$ cat src/core/arf_pkg.sv
package arf_pkg;

  localparam int ARF_CODE_W = 12;
  localparam int ARF_RES_W = 16;
  localparam int ARF_BYTE_W = 8;
  localparam int ARF_CNT_W = 4;
  localparam int ARF_LJ_SHIFT = 4;

  // Encoding of the repeat-count field.
  localparam logic [1:0] ARF_RPT_1 = 2'h0;
  localparam logic [1:0] ARF_RPT_4 = 2'h1;
  localparam logic [1:0] ARF_RPT_8 = 2'h2;
  localparam logic [1:0] ARF_RPT_16 = 2'h3;

  // Last sample index of a series for each repeat count.
  localparam logic [3:0] ARF_LAST_1 = 4'h0;
  localparam logic [3:0] ARF_LAST_4 = 4'h3;
  localparam logic [3:0] ARF_LAST_8 = 4'h7;
  localparam logic [3:0] ARF_LAST_16 = 4'hf;

  localparam logic [15:0] ARF_RES_RST = 16'h0000;

  typedef enum logic [0:0] {
    ARF_IDLE,
    ARF_ACCUM
  } arf_state_t;

endpackage

$ cat src/core/arf_formatter.sv
// Contract
// - Repeat count one: each 12-bit unsigned result refreshes the pair per conversion.
// - Repeat count one: justify bit clear puts code in bits 11..0, set puts it in 15..4; sums are always right-justified.
// - Result bits not holding the value read as zero in every setting.
// - Repeat count above one: sum series, update pair once after last conversion.
// - Repeat-count field selects 4, 8 or 16 samples, summed as unsigned.
// - Raw codes are added unscaled; full-scale sums 0x3FFC, 0x7FF8, 0xFFF0.
`timescale 1ns/1ns
module arf_formatter
  import arf_pkg::*;
(
  input wire logic CORE_CLK,
  input wire logic SRST,
  input wire logic [ARF_CODE_W-1:0] SAMPLE_CODE,
  input wire logic SAMPLE_DONE,
  input wire logic LEFT_JUSTIFY_SELECT,
  input wire logic [1:0] REPEAT_COUNT_FIELD,
  output logic [ARF_BYTE_W-1:0] RESULT_HIGH_BYTE,
  output logic [ARF_BYTE_W-1:0] RESULT_LOW_BYTE,
  output logic RESULT_UPDATED
);

  ////////////////////////////////////////////////////////////////////////////
  function automatic logic [ARF_CNT_W-1:0] last_index(input logic [1:0] rpt);
    case (rpt)
      ARF_RPT_4: last_index = ARF_LAST_4;
      ARF_RPT_8: last_index = ARF_LAST_8;
      ARF_RPT_16: last_index = ARF_LAST_16;
      default: last_index = ARF_LAST_1;
    endcase
  endfunction

  ////////////////////////////////////////////////////////////////////////////
  arf_state_t state_r, state_nxt;
  logic [ARF_CNT_W-1:0] cnt_r, cnt_nxt;
  logic [ARF_RES_W-1:0] acc_r, acc_nxt;
  logic [ARF_CNT_W-1:0] last_r, last_nxt;
  logic [ARF_RES_W-1:0] res_r, res_nxt;
  logic upd_r, upd_nxt;
  logic [ARF_RES_W-1:0] sum_now;
  logic [ARF_RES_W-1:0] formatted;
  logic single_now;

  // Sixteen 12-bit codes fit exactly in 16 bits, so the sum never overflows.
  assign sum_now = acc_r + {{(ARF_RES_W-ARF_CODE_W){1'b0}}, SAMPLE_CODE};
  assign single_now = (last_r == ARF_LAST_1);

  arf_justify u_justify (
    .sum_in(sum_now),
    .left_justify_select(LEFT_JUSTIFY_SELECT),
    .single_mode(single_now),
    .result_out(formatted)
  );

  ////////////////////////////////////////////////////////////////////////////
  // The repeat count is latched at the first sample of a series so that a change in
  // mid-series cannot shorten or stretch the series in progress.
  always_comb begin
    state_nxt = state_r;
    cnt_nxt = cnt_r;
    acc_nxt = acc_r;
    last_nxt = last_r;
    res_nxt = res_r;
    upd_nxt = 1'b0;
    case (state_r)
      ARF_IDLE: begin
        last_nxt = last_index(REPEAT_COUNT_FIELD);
        if (SAMPLE_DONE) begin
          if (last_index(REPEAT_COUNT_FIELD) == ARF_LAST_1) begin
            res_nxt = LEFT_JUSTIFY_SELECT ?
              {SAMPLE_CODE, {ARF_LJ_SHIFT{1'b0}}} :
              {{(ARF_RES_W-ARF_CODE_W){1'b0}}, SAMPLE_CODE};
            upd_nxt = 1'b1;
          end else begin
            acc_nxt = {{(ARF_RES_W-ARF_CODE_W){1'b0}}, SAMPLE_CODE};
            cnt_nxt = 4'h1;
            state_nxt = ARF_ACCUM;
          end
        end
      end
      ARF_ACCUM: begin
        if (SAMPLE_DONE) begin
          if (cnt_r == last_r) begin
            res_nxt = formatted;
            upd_nxt = 1'b1;
            acc_nxt = ARF_RES_RST;
            cnt_nxt = 4'h0;
            state_nxt = ARF_IDLE;
          end else begin
            acc_nxt = sum_now;
            cnt_nxt = cnt_r + 4'h1;
          end
        end
      end
      default: begin
        state_nxt = ARF_IDLE;
        cnt_nxt = 4'h0;
        acc_nxt = ARF_RES_RST;
      end
    endcase
  end

  always_ff @(posedge CORE_CLK) begin
    if (SRST) begin
      state_r <= ARF_IDLE;
      cnt_r <= 4'h0;
      acc_r <= ARF_RES_RST;
      last_r <= ARF_LAST_1;
      res_r <= ARF_RES_RST;
      upd_r <= 1'b0;
    end else begin
      state_r <= state_nxt;
      cnt_r <= cnt_nxt;
      acc_r <= acc_nxt;
      last_r <= last_nxt;
      res_r <= res_nxt;
      upd_r <= upd_nxt;
    end
  end

  ////////////////////////////////////////////////////////////////////////////
  // Both bytes come from one 16-bit register, so they always belong to one result.
  assign RESULT_HIGH_BYTE = res_r[ARF_RES_W-1:ARF_BYTE_W];
  assign RESULT_LOW_BYTE = res_r[ARF_BYTE_W-1:0];
  assign RESULT_UPDATED = upd_r;

endmodule

$ cat src/core/arf_justify.sv
`timescale 1ns/1ns
module arf_justify
  import arf_pkg::*;
(
  input wire logic [ARF_RES_W-1:0] sum_in,
  input wire logic left_justify_select,
  input wire logic single_mode,
  output logic [ARF_RES_W-1:0] result_out
);

  // Left justification applies to single samples only; sums are always right-justified.
  always_comb begin
    if (single_mode && left_justify_select) begin
      result_out = {sum_in[ARF_CODE_W-1:0], {ARF_LJ_SHIFT{1'b0}}};
    end else begin
      result_out = sum_in;
    end
  end

endmodule

$ cat config.mk
export PLATFORM = sky130hd
export DESIGN_NAME = arf_formatter
export DESIGN_NICKNAME = d
export VERILOG_FILES = /design/src/core/arf_pkg.sv /design/src/core/arf_formatter.sv /design/src/core/arf_justify.sv
export SDC_FILE = /design/constraint.sdc
export NUM_CORES = 1
export LEC_CHECK = 0
export BUFFER_PORTS_ARGS = -buffer_cell sky130_fd_sc_hd__buf_2
export CELL_PAD_IN_SITES_DETAIL_PLACEMENT = 1
export CELL_PAD_IN_SITES_GLOBAL_PLACEMENT = 1
export CORE_MARGIN = 4
export CORE_UTILIZATION = 46
export CTS_CLUSTER_SIZE = 40
export DETAILED_ROUTE_END_ITERATION = 16
export PLACE_DENSITY = 0.82
export SLEW_MARGIN = 10
export SYNTH_ARGS = -nofsm -noshare
export SYNTH_HDL_FRONTEND = slang
export SYNTH_SLANG_ARGS = --single-unit
$ cat constraint.sdc
create_clock -name CORE_CLK -period 7.7 [get_ports CORE_CLK]
set_input_delay 1.54 -clock CORE_CLK [delete_from_list [all_inputs] [get_ports CORE_CLK]]
set_output_delay 1.54 -clock CORE_CLK [all_outputs]
set_load 0.1 [all_outputs]
==> impl_results.md <==
- Share of cells above drive strength 1: 18.06%
- Synth Register Bits: 41
- Root Buffer Master: clkbuf_8
- Final worst setup slack: 4.049 ns
- Total Power: ~0.61 mW
- Clk sink count: 41
- Cts bufs inserted: 5
- Crit path kind: in -> reg
- Worst hold path class: reg -> reg
- Max Slew Vio Count: 0
- Setup TNS: 0 ns
- Post-Syn Area: 0.002734 mm2
- Placed insts: 425
- Reg area: 820.8 um2
- Routed vias: about 2.8k
- Slew @ Worst Pin: 0.9012 ns
- Antenna violations before repair: 0
- Min cycle time layout: roughly 3.7 ns
- First-pass DRT Iterations: 4
- CP Capture Type: flop
- Overflow after GRT: 0
- Die W: 85.09 um
- Primary FF master, synth: dfxtp_1
- Status: completed
- Final WL: between 8000 and 9000 um
- Post-CTS Hold Buffers: 0
- Vias per cell: 6.435
- Worst-Skew Late Latency: roughly 0.30 ns
- Max frequency: 273.9 MHz
- Cells after synthesis: ~340
- Global placer's final weighted congestion: 0.8903
- CTS Buffer Depth: 2
- Synth cell types: 67
- Final clock skew: 0.008801 ns
- Port bufs: 34
- Setup-failing EPs final: 0
- Post-Layout Cell Count: 432
- Startpoint types: input port
- Die Y: 85.09 um
- Mean Syn Cell Area: 8.065 um2
- Worst-path clk slew: approximately 0.080 ns
- Hold_ws: approximately 0.47 ns
- Maximum number of pins on one net before global-route repair: 43
- Layout area overhead: 9.794%
- RSZ-0062 raised after global routing: no
- YS warnings: 0
- Residual DRC: 0
- Syn nets: 371
- Worst endpoint data arrival time: 3.80 ns
- Final period utilization: 47.41%
- Post-cts sizing count: 0
- Final Instance Area: between 0.003 and 0.004 mm2
- CTS tree: done
- Antenna diode count: 0
- Post-DP HPWL: around 6300 um
- Detail Route Antenna Nets: 0
- H-tree depth: 2
- Setup bufs post-CTS: 0
- Worst IR Drop VDD: between 0.00007 and 0.00008 V
- Leak pwr: 1.195 nW
- GRT Overall Usage: 24.65%
- Setup WS pre-CTS: 3.836 ns
- Post-synth EDFFs: 0
- WP data required: 7.85 ns
- # fillers: 730
- Placed inst area: 0.002912 mm2
- DR WL/cell: 20.23 um
- CP max FO: 6
- Final Util: 53.20%
- Die area: between 0.007 and 0.008 mm2
- Core area: 0.005642 mm2
- Area of the multi-input gates: 0.001800 mm2
- Vias in the first global route: 2737
- Max-slew headroom: 39.84%
- Max cap viols: 0
- Io pins: 35
- Ys async rst share: 0%
- # rows: 27
- Detailed Route Iter0 Violations: 186
- Final Hold Vio Count: 0
- Initial core utilization: 48.46%
- PwrDens: 203.3 mW/mm2
- Seq/Total Area, Yosys: a little under a third
- First-pass GRT wire length: approximately 14000 um
- Final net count: between 300 and 400
-- flip-flops by register name, indices dropped and copies added, names as in the netlist --
register,flops
acc_r,16
RESULT_UPDATED,1
cnt_r,4
state_r,1
res_r,16
last_r,3
-- metal layers --
| layer | part of all wire [%] | GRT usage (%) |
|---|---|---|
| met1 | 46 | 33.12 |
| met2 | 47 | 40.32 |
| met3 | 4.1 | 3.689 |
| met4 | 2.2 | 8.201 |
| met5 | 0 | 0 |
-- placed cells by master, fill, tap and decap left out, types with 2 or more instances in the layout --
| cell type | n |
|---|---|
| o21a_1 | 3 |
| clkbuf_8 | 6 |
| a21oi_1 | 22 |
| o221ai_1 | 2 |
| o21ai_0 | 18 |
| a31oi_1 | 4 |
| nor2_2 | 3 |
| nand3b_1 | 2 |
| a211oi_1 | 14 |
| or3_1 | 2 |
| a32oi_1 | 2 |
| a221oi_2 | 2 |
| xor2_1 | 3 |
| a221oi_1 | 16 |
| inv_1 | 6 |
| a21oi_2 | 2 |
| o211ai_1 | 3 |
| mux2i_1 | 6 |
| nand2_1 | 18 |
| ha_1 | 13 |
| nor3_1 | 21 |
| dfxtp_1 | 41 |
| and3_1 | 2 |
| nor2_1 | 49 |
| a22oi_1 | 2 |
| buf_2 | 34 |
| nand3_1 | 7 |
| a21o_1 | 4 |
| nor2b_1 | 7 |
| xnor2_1 | 8 |
| o21ai_2 | 2 |
-- final timing paths --
kind	from	endpoint	slack (ns)	cells past startpoint
hold / removal	res_r[5]$_SDFFE_PP0P_	res_r[5]$_SDFFE_PP0P_	0.47	2
hold reg to reg	res_r[5]$_SDFFE_PP0P_	res_r[5]$_SDFFE_PP0P_	0.47	2
setup reg to reg	state_r$_SDFF_PP0_	res_r[10]$_SDFFE_PP0P_	4.57	6
setup / recovery	SAMPLE_CODE[0]	res_r[14]$_SDFFE_PP0P_	4.05	10
-- Yosys cell counts (2+ instances only) --
cell type | number | area [um2]
o21ai_0 | 18 | 90.09
nand3_1 | 7 | 35.03
o21ai_2 | 2 | 17.52
buf_2 | 6 | 30.03
or3_1 | 2 | 12.51
a221oi_2 | 2 | 30.03
a221oi_1 | 16 | 140.1
xor2_1 | 3 | 26.28
ha_1 | 13 | 162.7
nor3_1 | 21 | 105.1
a211oi_1 | 14 | 105.1
a31oi_1 | 4 | 25.02
a32oi_1 | 2 | 17.52
nor2b_1 | 7 | 43.79
a21oi_1 | 22 | 110.1
a21o_1 | 4 | 30.03
inv_1 | 6 | 22.52
a21oi_2 | 2 | 17.52
o21a_1 | 3 | 22.52
nand3b_1 | 2 | 15.01
and3_1 | 2 | 12.51
xnor2_1 | 8 | 70.07
o211ai_1 | 3 | 22.52
o221ai_1 | 2 | 17.52
nor2_1 | 49 | 183.9
clkbuf_1 | 13 | 48.80
nor2_2 | 3 | 18.77
mux2i_1 | 6 | 60.06
a22oi_1 | 2 | 15.01
dfxtp_1 | 41 | 820.8
nand2_1 | 18 | 67.56
-- power breakdown --
part | internal, mW | switching, mW
Clock | 0.0710 | 0.0776
Sequential | 0.226 | 0.0133
Combinational | 0.0647 | 0.158
Total | 0.362 | 0.249
-- critical path: stages --
cell	delay, ns
buf_2	0.13
ha_1	0.23
fa_1	0.42
a21o_1	0.22
a31o_1	0.26
a21oi_1	0.21
a21oi_2	0.14
mux2_1	0.34
a221oi_2	0.22
nor3_1	0.07
-- cells by family (layout without fill, tap and decap cells) --
| logic type | after synthesis | in the layout | share of synthesized area [%] |
|---|---|---|---|
| buffers and inverters | 28 | 49 | 4.119 |
| XOR/XNOR | 11 | 11 | 3.524 |
| adder cells (fa/ha/maj) | 14 | 14 | 6.682 |
| AND/OR/NAND/NOR | 123 | 123 | 21.97 |
| multiplexers | 8 | 8 | 3.021 |
| AO/OA/AOI/OAI | 114 | 114 | 30.66 |
| flip-flops | 41 | 41 | 30.02 |
-- area by class of cell --
cell class	count	area share [%]
Inverter	8	1.000
Multi-Input combinational cell	270	59.98
Clock buffer	6	2.751
Clock inverter	1	0.2501
Timing Repair Buffer	34	5.669
Sequential cell	41	27.34
Tap cell	72	3.001
No activity file was read; power rests on OpenSTA's default activity.
